==> src/inc/mtc_pkg.sv <==
// package: register map, field positions and carrier types of the timer/counters
package mtc_pkg;

	// special function register addresses
	localparam logic [7:0] ADDR_CTL01  = 8'h88;
	localparam logic [7:0] ADDR_MOD01  = 8'h89;
	localparam logic [7:0] ADDR_LO0    = 8'h8A;
	localparam logic [7:0] ADDR_LO1    = 8'h8B;
	localparam logic [7:0] ADDR_HI0    = 8'h8C;
	localparam logic [7:0] ADDR_HI1    = 8'h8D;
	localparam logic [7:0] ADDR_CTL2   = 8'hC8;
	localparam logic [7:0] ADDR_RCAPL  = 8'hCA;
	localparam logic [7:0] ADDR_RCAPH  = 8'hCB;
	localparam logic [7:0] ADDR_LO2    = 8'hCC;
	localparam logic [7:0] ADDR_HI2    = 8'hCD;

	// field positions
	localparam int CTL_T1_OVF_BIT = 7;
	localparam int CTL_T1_RUN_BIT = 6;
	localparam int CTL_T0_OVF_BIT = 5;
	localparam int CTL_T0_RUN_BIT = 4;
	localparam int MOD_T1_LSB     = 4;
	localparam int MOD_T0_LSB     = 0;

	// reset values and count limits
	localparam logic [7:0] RST_BYTE  = 8'h00;
	localparam logic [7:0] BYTE_ONES = 8'hFF;

	// timer 0/1 modes
	localparam logic [1:0] MODE_13BIT = 2'h0;
	localparam logic [1:0] MODE_16BIT = 2'h1;
	localparam logic [1:0] MODE_AUTO8 = 2'h2;
	localparam logic [1:0] MODE_SPLIT = 2'h3;

	// pin positions in the sampled pin vector
	localparam int PIN_CNT    = 6;
	localparam int PIN_IRQ0   = 0;
	localparam int PIN_IRQ1   = 1;
	localparam int PIN_T0     = 2;
	localparam int PIN_T1     = 3;
	localparam int PIN_T2     = 4;
	localparam int PIN_T2TRIG = 5;

	typedef struct packed {
		logic       wr;
		logic       rd;
		logic [7:0] addr;
		logic [7:0] wdata;
	} mtc_sfr_req_t;

	typedef struct packed {
		logic       gate;
		logic       ct;
		logic [1:0] mode;
	} mtc_timer01_mode_reg_t;

	typedef struct packed {
		logic ovf_flag;
		logic ext_flag;
		logic rclk;
		logic tx_clk_sel;
		logic ext_en;
		logic run;
		logic ct2;
		logic cap_sel;
	} mtc_t2ctl_t;

	typedef struct packed {
		logic       ovf;
		logic [7:0] hi;
		logic [7:0] lo;
	} mtc_cnt_t;

	typedef enum logic [1:0] {
		T2_OFF     = 2'h0,
		T2_RELOAD  = 2'h1,
		T2_CAPTURE = 2'h3,
		T2_BAUD    = 2'h2
	} mtc_t2mode_t;

endpackage

==> src/design/mtc_pin_edge.sv <==
// pin synchroniser with falling-edge detector
`timescale 1ns/1ps
`default_nettype none
module mtc_pin_edge import mtc_pkg::*; #(
	parameter int W = PIN_CNT
) (
	input  wire logic         clk_in,
	input  wire logic         rst_in,
	input  wire logic [W-1:0] pin_in,
	output logic      [W-1:0] level_out,
	output logic      [W-1:0] fall_out
);

	logic [W-1:0] sync1_r;
	logic [W-1:0] sync2_r;
	logic [W-1:0] prev_r;
	logic [W-1:0] sync1_nxt;
	logic [W-1:0] sync2_nxt;
	logic [W-1:0] prev_nxt;

	always_comb begin
		sync1_nxt = pin_in;
		sync2_nxt = sync1_r;
		prev_nxt  = sync2_r;
	end

	always_ff @(posedge clk_in) begin
		if (rst_in) begin
			sync1_r <= '0;
			sync2_r <= '0;
			prev_r  <= '0;
		end else begin
			sync1_r <= sync1_nxt;
			sync2_r <= sync2_nxt;
			prev_r  <= prev_nxt;
		end
	end

	assign level_out = sync2_r;
	// RULE_21: one pulse per edge
	assign fall_out  = prev_r & ~sync2_r;
endmodule
`default_nettype wire

==> src/design/mtc_timer_counters.sv <==
// timers 0, 1 and 2 with their special function registers
//
// Summary of operation
// RULE_01: mode 0 is 13-bit, overflow sets flag
// RULE_02: 13 bits: high byte plus low five bits
// RULE_03: count only when run and gate allow
// RULE_04: starting a timer keeps its count
// RULE_05: timer function counts every core cycle
// RULE_06: mode 1 uses all sixteen bits
// RULE_07: mode 2 reloads low from high byte
// RULE_08: timer 1 in mode 3 holds count
// RULE_09: split low byte uses timer 0 controls
// RULE_10: split high byte uses timer 1 run/flag
// RULE_11: timer 1 runs for baud without flag
// RULE_12: timer 2 mode from run, clocks, capture
// RULE_13: timer 2 rollover reloads and sets flag
// RULE_14: trigger fall reloads, sets external flag
// RULE_15: capture mode overflow sets flag bit 7
// RULE_16: trigger fall captures count, sets bit 6
// RULE_17: baud mode never sets overflow flag
// RULE_18: baud mode trigger still sets external flag
// RULE_19: flags set by hardware, cleared by software
// RULE_20: count select; baud forces autoreload
// RULE_21: pins synchronised, one event per edge
`timescale 1ns/1ps
`default_nettype none
module mtc_timer_counters import mtc_pkg::*; (
	// clock and reset
	input  wire logic         CLK_IN,
	input  wire logic         RESET_IN,
	// special function register access
	input  wire mtc_sfr_req_t SFR_REQ_IN,
	output logic      [7:0]   SFR_RDATA_OUT,
	// pins
	input  wire logic         EXT_IRQ0_PIN_IN,
	input  wire logic         EXT_IRQ1_PIN_IN,
	input  wire logic         T0_COUNT_PIN_IN,
	input  wire logic         T1_COUNT_PIN_IN,
	input  wire logic         T2_COUNT_PIN_IN,
	input  wire logic         T2_TRIGGER_INPUT_IN,
	// flags and overflow ticks
	output logic              T0_OVERFLOW_FLAG_OUT,
	output logic              T1_OVERFLOW_FLAG_OUT,
	output logic              T2_OVERFLOW_FLAG_OUT,
	output logic              T2_EXTERNAL_FLAG_OUT,
	output logic              T1_OVF_TICK_OUT,
	output logic              T2_BAUD_TICK_OUT
);

	////////////////////////////////////////////////////////////////////////
	logic [PIN_CNT-1:0] pin_level;
	logic [PIN_CNT-1:0] pin_fall;

	// RULE_21: all pins pass the synchroniser
	mtc_pin_edge #(.W(PIN_CNT)) u_pins (
		.clk_in    (CLK_IN),
		.rst_in    (RESET_IN),
		.pin_in    ({T2_TRIGGER_INPUT_IN, T2_COUNT_PIN_IN, T1_COUNT_PIN_IN,
		             T0_COUNT_PIN_IN, EXT_IRQ1_PIN_IN, EXT_IRQ0_PIN_IN}),
		.level_out (pin_level),
		.fall_out  (pin_fall)
	);

	logic w_ctl, w_mod, w_lo0, w_hi0, w_lo1, w_hi1;
	logic w_ctl2, w_rcl, w_rch, w_lo2, w_hi2;
	logic [7:0] wd;

	always_comb begin
		wd      = SFR_REQ_IN.wdata;
		w_ctl   = SFR_REQ_IN.wr && SFR_REQ_IN.addr == ADDR_CTL01;
		w_mod   = SFR_REQ_IN.wr && SFR_REQ_IN.addr == ADDR_MOD01;
		w_lo0   = SFR_REQ_IN.wr && SFR_REQ_IN.addr == ADDR_LO0;
		w_hi0   = SFR_REQ_IN.wr && SFR_REQ_IN.addr == ADDR_HI0;
		w_lo1   = SFR_REQ_IN.wr && SFR_REQ_IN.addr == ADDR_LO1;
		w_hi1   = SFR_REQ_IN.wr && SFR_REQ_IN.addr == ADDR_HI1;
		w_ctl2  = SFR_REQ_IN.wr && SFR_REQ_IN.addr == ADDR_CTL2;
		w_rcl   = SFR_REQ_IN.wr && SFR_REQ_IN.addr == ADDR_RCAPL;
		w_rch   = SFR_REQ_IN.wr && SFR_REQ_IN.addr == ADDR_RCAPH;
		w_lo2   = SFR_REQ_IN.wr && SFR_REQ_IN.addr == ADDR_LO2;
		w_hi2   = SFR_REQ_IN.wr && SFR_REQ_IN.addr == ADDR_HI2;
	end

	// one count step of timer 0 or 1 in the given mode
	function automatic mtc_cnt_t count_step(input logic [1:0] mode, input logic [7:0] hi, input logic [7:0] lo);
		mtc_cnt_t    r;
		logic [13:0] s13;
		logic [16:0] s16;
		logic [8:0]  s8;
		s13 = {1'b0, hi, lo[4:0]} + 14'h0001;
		s16 = {1'b0, hi, lo} + 17'h00001;
		s8  = {1'b0, lo} + 9'h001;
		case (mode)
			// RULE_01 RULE_02: upper low-byte bits are left alone
			MODE_13BIT: r = '{ovf: s13[13], hi: s13[12:5], lo: {lo[7:5], s13[4:0]}};
			// RULE_06: full sixteen bits
			MODE_16BIT: r = s16;
			// RULE_07: reload low byte, high byte untouched
			MODE_AUTO8: r = (lo == BYTE_ONES) ? '{ovf: 1'b1, hi: hi, lo: hi} : '{ovf: 1'b0, hi: hi, lo: s8[7:0]};
			default:    r = '{ovf: s8[8], hi: hi, lo: s8[7:0]};
		endcase
		return r;
	endfunction

	////////////////////////////////////////////////////////////////////////
	// timers 0 and 1
	logic [7:0] t0_low_byte_r, t0_high_byte_r, t1_low_byte_r, t1_high_byte_r;
	logic [7:0] t0_low_byte_nxt, t0_high_byte_nxt, t1_low_byte_nxt, t1_high_byte_nxt;
	mtc_timer01_mode_reg_t  t0_mode_r, t1_mode_r, t0_mode_nxt, t1_mode_nxt;
	logic       t0_run_bit_r, t1_run_bit_r, t0_overflow_flag_r, t1_overflow_flag_r;
	logic       t0_run_bit_nxt, t1_run_bit_nxt, t0_overflow_flag_nxt, t1_overflow_flag_nxt;
	logic       t1_tick_r, t1_tick_nxt;
	logic       t0_go, t1_go, th0_go, split0;
	logic [8:0] th0_sum;
	mtc_cnt_t   t0_step, t1_step;

	always_comb begin
		split0  = t0_mode_r.mode == MODE_SPLIT;
		// RULE_03 RULE_05 RULE_09: run bit, gate and pin; no prescaler
		t0_go   = t0_run_bit_r & (~t0_mode_r.gate | pin_level[PIN_IRQ0]) & (t0_mode_r.ct ? pin_fall[PIN_T0] : 1'b1);
		// RULE_08 RULE_11: timer 1 mode 3 acts as run bit cleared
		t1_go   = t1_run_bit_r & (~t1_mode_r.gate | pin_level[PIN_IRQ1]) & (t1_mode_r.ct ? pin_fall[PIN_T1] : 1'b1)
		          & (t1_mode_r.mode != MODE_SPLIT);
		// RULE_10: split high byte counts core cycles under timer 1 run bit
		th0_go  = split0 & t1_run_bit_r;
		th0_sum = {1'b0, t0_high_byte_r} + 9'h001;
		t0_step = count_step(t0_mode_r.mode, t0_high_byte_r, t0_low_byte_r);
		t1_step = count_step(t1_mode_r.mode, t1_high_byte_r, t1_low_byte_r);

		t0_low_byte_nxt  = t0_go ? t0_step.lo : t0_low_byte_r;
		t0_high_byte_nxt = split0 ? (th0_go ? th0_sum[7:0] : t0_high_byte_r) : (t0_go ? t0_step.hi : t0_high_byte_r);
		t1_low_byte_nxt  = t1_go ? t1_step.lo : t1_low_byte_r;
		t1_high_byte_nxt = t1_go ? t1_step.hi : t1_high_byte_r;
		// software writes win over a count in the same cycle
		if (w_lo0) t0_low_byte_nxt = wd;
		if (w_hi0) t0_high_byte_nxt = wd;
		if (w_lo1) t1_low_byte_nxt = wd;
		if (w_hi1) t1_high_byte_nxt = wd;

		t0_mode_nxt    = w_mod ? wd[MOD_T0_LSB +: 4] : t0_mode_r;
		t1_mode_nxt    = w_mod ? wd[MOD_T1_LSB +: 4] : t1_mode_r;
		// RULE_04: run bits touch no count
		t0_run_bit_nxt = w_ctl ? wd[CTL_T0_RUN_BIT] : t0_run_bit_r;
		t1_run_bit_nxt = w_ctl ? wd[CTL_T1_RUN_BIT] : t1_run_bit_r;
		// RULE_01 RULE_10: overflow sets flag; set wins over software clear
		t0_overflow_flag_nxt = (t0_go & t0_step.ovf) | (w_ctl ? wd[CTL_T0_OVF_BIT] : t0_overflow_flag_r);
		t1_overflow_flag_nxt = (split0 ? th0_go & th0_sum[8] : t1_go & t1_step.ovf)
		                       | (w_ctl ? wd[CTL_T1_OVF_BIT] : t1_overflow_flag_r);
		// RULE_11: timer 1 still feeds the baud tick while timer 0 is split
		t1_tick_nxt = t1_go & t1_step.ovf;
	end

	always_ff @(posedge CLK_IN) begin
		if (RESET_IN) begin
			t0_low_byte_r      <= RST_BYTE;
			t0_high_byte_r     <= RST_BYTE;
			t1_low_byte_r      <= RST_BYTE;
			t1_high_byte_r     <= RST_BYTE;
			t0_mode_r          <= '0;
			t1_mode_r          <= '0;
			t0_run_bit_r       <= 1'b0;
			t1_run_bit_r       <= 1'b0;
			t0_overflow_flag_r <= 1'b0;
			t1_overflow_flag_r <= 1'b0;
			t1_tick_r          <= 1'b0;
		end else begin
			t0_low_byte_r      <= t0_low_byte_nxt;
			t0_high_byte_r     <= t0_high_byte_nxt;
			t1_low_byte_r      <= t1_low_byte_nxt;
			t1_high_byte_r     <= t1_high_byte_nxt;
			t0_mode_r          <= t0_mode_nxt;
			t1_mode_r          <= t1_mode_nxt;
			t0_run_bit_r       <= t0_run_bit_nxt;
			t1_run_bit_r       <= t1_run_bit_nxt;
			t0_overflow_flag_r <= t0_overflow_flag_nxt;
			t1_overflow_flag_r <= t1_overflow_flag_nxt;
			t1_tick_r          <= t1_tick_nxt;
		end
	end

	////////////////////////////////////////////////////////////////////////
	// timer 2
	logic [7:0]  t2_low_byte_r, t2_high_byte_r, t2_reload_low_r, t2_reload_high_r;
	logic [7:0]  t2_low_byte_nxt, t2_high_byte_nxt, t2_reload_low_nxt, t2_reload_high_nxt;
	mtc_t2ctl_t  timer2_control_reg_r, timer2_control_reg_nxt;
	logic        t2_tick_r, t2_tick_nxt;
	mtc_t2mode_t t2_mode;
	logic        baud_sel, ext_ev, t2_go, t2_roll, t2_load, t2_capture;
	logic [16:0] t2_sum;

	always_comb begin
		baud_sel = timer2_control_reg_r.rclk | timer2_control_reg_r.tx_clk_sel;
		// RULE_12: mode decode
		if (!timer2_control_reg_r.run)
			t2_mode = T2_OFF;
		else if (baud_sel)
			t2_mode = T2_BAUD;
		else if (timer2_control_reg_r.cap_sel)
			t2_mode = T2_CAPTURE;
		else
			t2_mode = T2_RELOAD;
		ext_ev  = timer2_control_reg_r.ext_en & pin_fall[PIN_T2TRIG];
		// RULE_20: count pin or core clock
		t2_go   = timer2_control_reg_r.run & (timer2_control_reg_r.ct2 ? pin_fall[PIN_T2] : 1'b1);
		t2_sum  = {1'b0, t2_high_byte_r, t2_low_byte_r} + 17'h00001;
		t2_roll = t2_go & t2_sum[16];
		// RULE_13 RULE_14 RULE_20: reload on rollover or trigger, forced in baud
		t2_load = (t2_roll & (t2_mode != T2_CAPTURE)) | (ext_ev & ~baud_sel & ~timer2_control_reg_r.cap_sel);
		// RULE_16: capture only outside baud mode
		t2_capture = ext_ev & ~baud_sel & timer2_control_reg_r.cap_sel;

		if (t2_load)
			{t2_high_byte_nxt, t2_low_byte_nxt} = {t2_reload_high_r, t2_reload_low_r};
		else if (t2_go)
			{t2_high_byte_nxt, t2_low_byte_nxt} = t2_sum[15:0];
		else
			{t2_high_byte_nxt, t2_low_byte_nxt} = {t2_high_byte_r, t2_low_byte_r};
		t2_reload_low_nxt  = t2_capture ? t2_low_byte_r : t2_reload_low_r;
		t2_reload_high_nxt = t2_capture ? t2_high_byte_r : t2_reload_high_r;
		if (w_lo2) t2_low_byte_nxt = wd;
		if (w_hi2) t2_high_byte_nxt = wd;
		if (w_rcl) t2_reload_low_nxt = wd;
		if (w_rch) t2_reload_high_nxt = wd;

		timer2_control_reg_nxt = w_ctl2 ? mtc_t2ctl_t'(wd) : timer2_control_reg_r;
		// RULE_15 RULE_17 RULE_19: overflow flag, never while a serial clock select is set
		timer2_control_reg_nxt.ovf_flag = ((t2_roll & ~baud_sel) | timer2_control_reg_nxt.ovf_flag) & ~baud_sel;
		// RULE_14 RULE_16 RULE_18 RULE_19: trigger sets flag in every mode; set wins
		timer2_control_reg_nxt.ext_flag = ext_ev | timer2_control_reg_nxt.ext_flag;
		t2_tick_nxt = t2_roll & baud_sel;
	end

	always_ff @(posedge CLK_IN) begin
		if (RESET_IN) begin
			t2_low_byte_r        <= RST_BYTE;
			t2_high_byte_r       <= RST_BYTE;
			t2_reload_low_r      <= RST_BYTE;
			t2_reload_high_r     <= RST_BYTE;
			timer2_control_reg_r <= '0;
			t2_tick_r            <= 1'b0;
		end else begin
			t2_low_byte_r        <= t2_low_byte_nxt;
			t2_high_byte_r       <= t2_high_byte_nxt;
			t2_reload_low_r      <= t2_reload_low_nxt;
			t2_reload_high_r     <= t2_reload_high_nxt;
			timer2_control_reg_r <= timer2_control_reg_nxt;
			t2_tick_r            <= t2_tick_nxt;
		end
	end

	////////////////////////////////////////////////////////////////////////
	// read data, one cycle after the read strobe
	logic [7:0] rdata_r, rdata_nxt;

	always_comb begin
		rdata_nxt = rdata_r;
		if (SFR_REQ_IN.rd) begin
			case (SFR_REQ_IN.addr)
				ADDR_CTL01: rdata_nxt = {t1_overflow_flag_r, t1_run_bit_r, t0_overflow_flag_r, t0_run_bit_r, 4'h0};
				ADDR_MOD01: rdata_nxt = {t1_mode_r, t0_mode_r};
				ADDR_LO0:   rdata_nxt = t0_low_byte_r;
				ADDR_HI0:   rdata_nxt = t0_high_byte_r;
				ADDR_LO1:   rdata_nxt = t1_low_byte_r;
				ADDR_HI1:   rdata_nxt = t1_high_byte_r;
				ADDR_CTL2:  rdata_nxt = timer2_control_reg_r;
				ADDR_RCAPL: rdata_nxt = t2_reload_low_r;
				ADDR_RCAPH: rdata_nxt = t2_reload_high_r;
				ADDR_LO2:   rdata_nxt = t2_low_byte_r;
				ADDR_HI2:   rdata_nxt = t2_high_byte_r;
				default:    rdata_nxt = 8'h00;
			endcase
		end
	end

	always_ff @(posedge CLK_IN) begin
		if (RESET_IN) begin
			rdata_r <= RST_BYTE;
		end else begin
			rdata_r <= rdata_nxt;
		end
	end

	assign SFR_RDATA_OUT        = rdata_r;
	assign T0_OVERFLOW_FLAG_OUT = t0_overflow_flag_r;
	assign T1_OVERFLOW_FLAG_OUT = t1_overflow_flag_r;
	assign T2_OVERFLOW_FLAG_OUT = timer2_control_reg_r.ovf_flag;
	assign T2_EXTERNAL_FLAG_OUT = timer2_control_reg_r.ext_flag;
	assign T1_OVF_TICK_OUT      = t1_tick_r;
	assign T2_BAUD_TICK_OUT     = t2_tick_r;

	logic t0_quiet;
	assign t0_quiet = !(w_lo0 || w_hi0 || w_ctl || w_mod);
endmodule
`default_nettype wire

==> config.mk <==
export PLATFORM = sky130hd
export DESIGN_NAME = mtc_timer_counters
export DESIGN_NICKNAME = d
export VERILOG_FILES = /design/src/inc/mtc_pkg.sv /design/src/design/mtc_pin_edge.sv /design/src/design/mtc_timer_counters.sv
export SDC_FILE = /design/constraint.sdc
export NUM_CORES = 1
export LEC_CHECK = 0
export BUFFER_PORTS_ARGS = -buffer_cell sky130_fd_sc_hd__clkbuf_2
export CORE_AREA = 2 2 128 130
export DETAILED_ROUTE_END_ITERATION = 16
export DIE_AREA = 0 0 130 132
export SLEW_MARGIN = 20
export SYNTH_ARGS = -nofsm -noshare
export SYNTH_HDL_FRONTEND = slang
export SYNTH_SLANG_ARGS = --single-unit
==> constraint.sdc <==
create_clock -name CLK_IN -period 3.8 [get_ports CLK_IN]
set_input_delay 0.57 -clock CLK_IN [delete_from_list [all_inputs] [get_ports CLK_IN]]
set_output_delay 0.57 -clock CLK_IN [all_outputs]
set_load 0.005 [all_outputs]
==> impl_metrics.yaml <==
run_status:
  status: "finished clean"
pwr:
  p_leak_nw: 2.59
  powerDensity_nw_per_um2: 307
  ir_drop_uv: 218
  finalPower_mw: 2.29
logic_synthesis:
  synth-async-reset-ratio_pct: 0
  postSynthCellCount: 837
  ys_seq_elements: 110
  synth_common_cells: "dfxtp_1 (110), nor2_1 (92), nand2_1 (74)"
  synth.most_common_cell: "dfxtp_1"
  yosys_warnings: 0
  avgSynthCellArea_sq_um: 8.29
  ys_top_cells_by_area: "dfxtp_1 (32%), mux2i_1 (6.1%), nor2_1 (5.0%)"
  synth.top_cell.area_share_pct: 31.7
  netlist_area_sq_um: 6940
  ys_seq_area_share_pct: 31.7
  yosys_most_used_dff: "dfxtp_1"
  ys_types: 89
  synth_edf_count: 0
  yosysTopAreaCell: "dfxtp_1"
  synth_fp_nets: 867
sta:
  finalMaxSlewViolations: 0
  post-route-min-period_ns: 2.53
  worst_pin_slew_ns: 1.13
  final.period_utilization_pct: 66.6
  hold_violations: 0
  max_freq_ghz: 0.395
  tns_ns: 0
  whs_ns: 0.400
  rsz0062_at_grt: "no"
  finalClockSkew_ns: 0.0109
  max-slew-margin-rel_pct: 24.5
  setup_viol: 0
route:
  final_antenna_net_count: 0
  dr.pass1.iters: 9
  wl_per_cell_microns: 22.0
  routed_wl_microns: 23100
  drt-initial-drc-count: 822
  drc: 0
  routed_via_density: 6.40
  vias: 6716
worst_setup_path:
  criticalPathCategory: "register to register"
  path_cells: "ha_1, nand3_1, nor2_2, a31oi_2, and3_1, a221oi_2, a211oi_2"
  crit_buf_inv: 0
  crit_fanout: 16
  crit_slowest_cell: "dfxtp_1"
  end_kind: "register"
  cp_slowest_stage_delay_ns: 0.54
  rr_worst_depth: 7
  cp-start-kind: "register"
  cp_top_family: "simple AND/OR/NAND/NOR gates"
  critPathRequiredTime_ns: 4.03
  worstSetupPathDepth: 7
  cp_data_arrival_time_ns: 2.76
clock_network:
  ctsRootBufferMaster: "clkbuf_16"
  post_cts_buffers: 0
  cts_tree: "yes"
  h-tree-depth: 3
  clock_path_buffers: 2
  cts.clk_slew.worst_paths_ns: 0.08
  clk_latency_ns: 0.38
  cts_hold_buf: 0
  cts_resized: 0
  cts_inserted_buffers: 9
  clkSinkCount: 110
floorplan:
  ios: 40
  row_count: 46
  die_y_microns: 132
  start_util_pct: 44.2
  core_area_sq_um: 15700
  die_w_microns: 130
  die_area_sq_um: 17200
cells_and_area:
  finish.utilization_pct: 47.4
  syn2layout_area_growth_pct: 7.34
  final_nets: 859
  final_layout_size_suffix_gt1_share_pct: 13.7
  n_fill_cell: 1549
  antenna_cells: 0
  regArea_sq_um: 2200
  multi_input_area_sq_um: 4370
  final_cell_area_sq_um: 7450
hold_path:
  min_path_cells: 2
  hp-class: "primary input to register"
placement:
  place_congestion: 0.981
  placed_area_sq_um: 7130
  hpwl_microns: 16600
  port_buffers: 39
global_routing:
  grt_usage_pct: 27.4
  grt_pass1_wl_microns: 36300
  gr-total-overflow: 0
  grt_pass1_vias: 6366
  grt_antenna_before_repair: 0
  grt_max_degree: 75
flow_run:
  drv_cap: 0
[cells by family (layout without fill, tap and decap cells)]
| family | after synthesis | after routing | share of synthesized area (%) |
|---|---|---|---|
| buf+inv | 79 | 76 | 5.34 |
| xor+xnor | 29 | 29 | 3.66 |
| flops | 110 | 110 | 31.7 |
| compound gates | 234 | 234 | 25.3 |
| mux | 47 | 47 | 6.87 |
| simple gates | 334 | 334 | 26.3 |
| fa+ha+maj | 4 | 4 | 0.721 |
[registers in the layout (all words and copies together), names as in the netlist, 4 cells and up]
signal,flops
SFR_RDATA_OUT,8
t0_high_byte_r,8
t0_low_byte_r,8
t0_mode_r,4
t1_high_byte_r,8
t1_low_byte_r,8
t1_mode_r,4
t2_high_byte_r,8
t2_low_byte_r,8
t2_reload_high_r,8
t2_reload_low_r,8
timer2_control_reg_r,6
u_pins.level_out,6
u_pins.prev_r,4
u_pins.sync1_r,6
[metrics by stage]
step | setup WS, ns | std cells
6_report | 1.27 | 1050
5_1_grt | 1.16 | 1050
4_1_cts | 1.31 | 1050
3_5_place_dp | 1.17 | 1034
3_3_place_gp | 1.21 | 1034
2_1_floorplan | 1.83 | 837
[where the power goes]
part | leakage (nW) | total, mW | internal (mW) | switching, mW
Sequential | 0.889 | 1.17 | 1.16 | 0.00636
Combinational | 1.55 | 0.126 | 0.0324 | 0.0940
Clock | 0.153 | 0.995 | 0.477 | 0.518
[worst reg2reg max path, stage by stage (launching register included)]
cell	delay, ns
dfxtp_1	0.54
ha_1	0.32
nand3_1	0.15
nor2_2	0.32
a31oi_2	0.41
and3_1	0.35
a221oi_2	0.20
a211oi_2	0.10
[placed cells by master (no fill, tap or decap), types with 5 or more instances in the layout]
cell type / count
buf_4: 6
a311oi_1: 14
o21ai_0: 19
o211ai_1: 8
xnor2_1: 20
a21boi_0: 6
nor4_1: 5
nand4_1: 9
a221oi_1: 6
xor2_1: 9
nand3_1: 30
clkbuf_16: 9
nor2_2: 5
nor2b_1: 22
nand2b_1: 10
a211oi_1: 35
clkbuf_2: 38
a222oi_1: 6
and3_1: 9
a22o_1: 13
mux2i_1: 42
o32ai_1: 5
nor3_1: 24
and2_1: 6
nand2_1: 74
a31oi_1: 10
and4_1: 6
dfxtp_1: 110
o22ai_1: 8
a21oi_1: 38
nor2_1: 92
a22oi_1: 11
o21ai_1: 11
inv_1: 16
o221ai_1: 5
[path summary, 6_finish.rpt]
kind	start	to	slack [ns]
hold reg to reg	u_pins.sync1_r[1]$_SDFF_PP0_	u_pins.level_out[1]$_SDFF_PP0_	0.44
setup reg to reg	t2_low_byte_r[1]$_SDFFE_PP0P_	t2_low_byte_r[1]$_SDFFE_PP0P_	1.27
setup / recovery	t2_low_byte_r[1]$_SDFFE_PP0P_	t2_low_byte_r[1]$_SDFFE_PP0P_	1.27
hold / removal	EXT_IRQ0_PIN_IN	u_pins.sync1_r[0]$_SDFF_PP0_	0.40
[metal layers]
layer	share of wire (%)	GRT usage (%)	vias to the layer above
met4	3.0	8.84	0
met5	0	0	-
met1	42	35.9	3250
met3	7.0	5.52	58
met2	48	44.7	308
li1	-	-	3100
[layout make-up]
type | instances | area share [%]
inverters | 16 | 0.806
clock buffers | 9 | 3.02
well taps | 216 | 3.63
clock inverters | 7 | 1.19
repair buffers | 44 | 3.16
multi-input cells | 648 | 58.6
flip-flops and latches | 110 | 29.6
(Power assumes the default switching activity.)
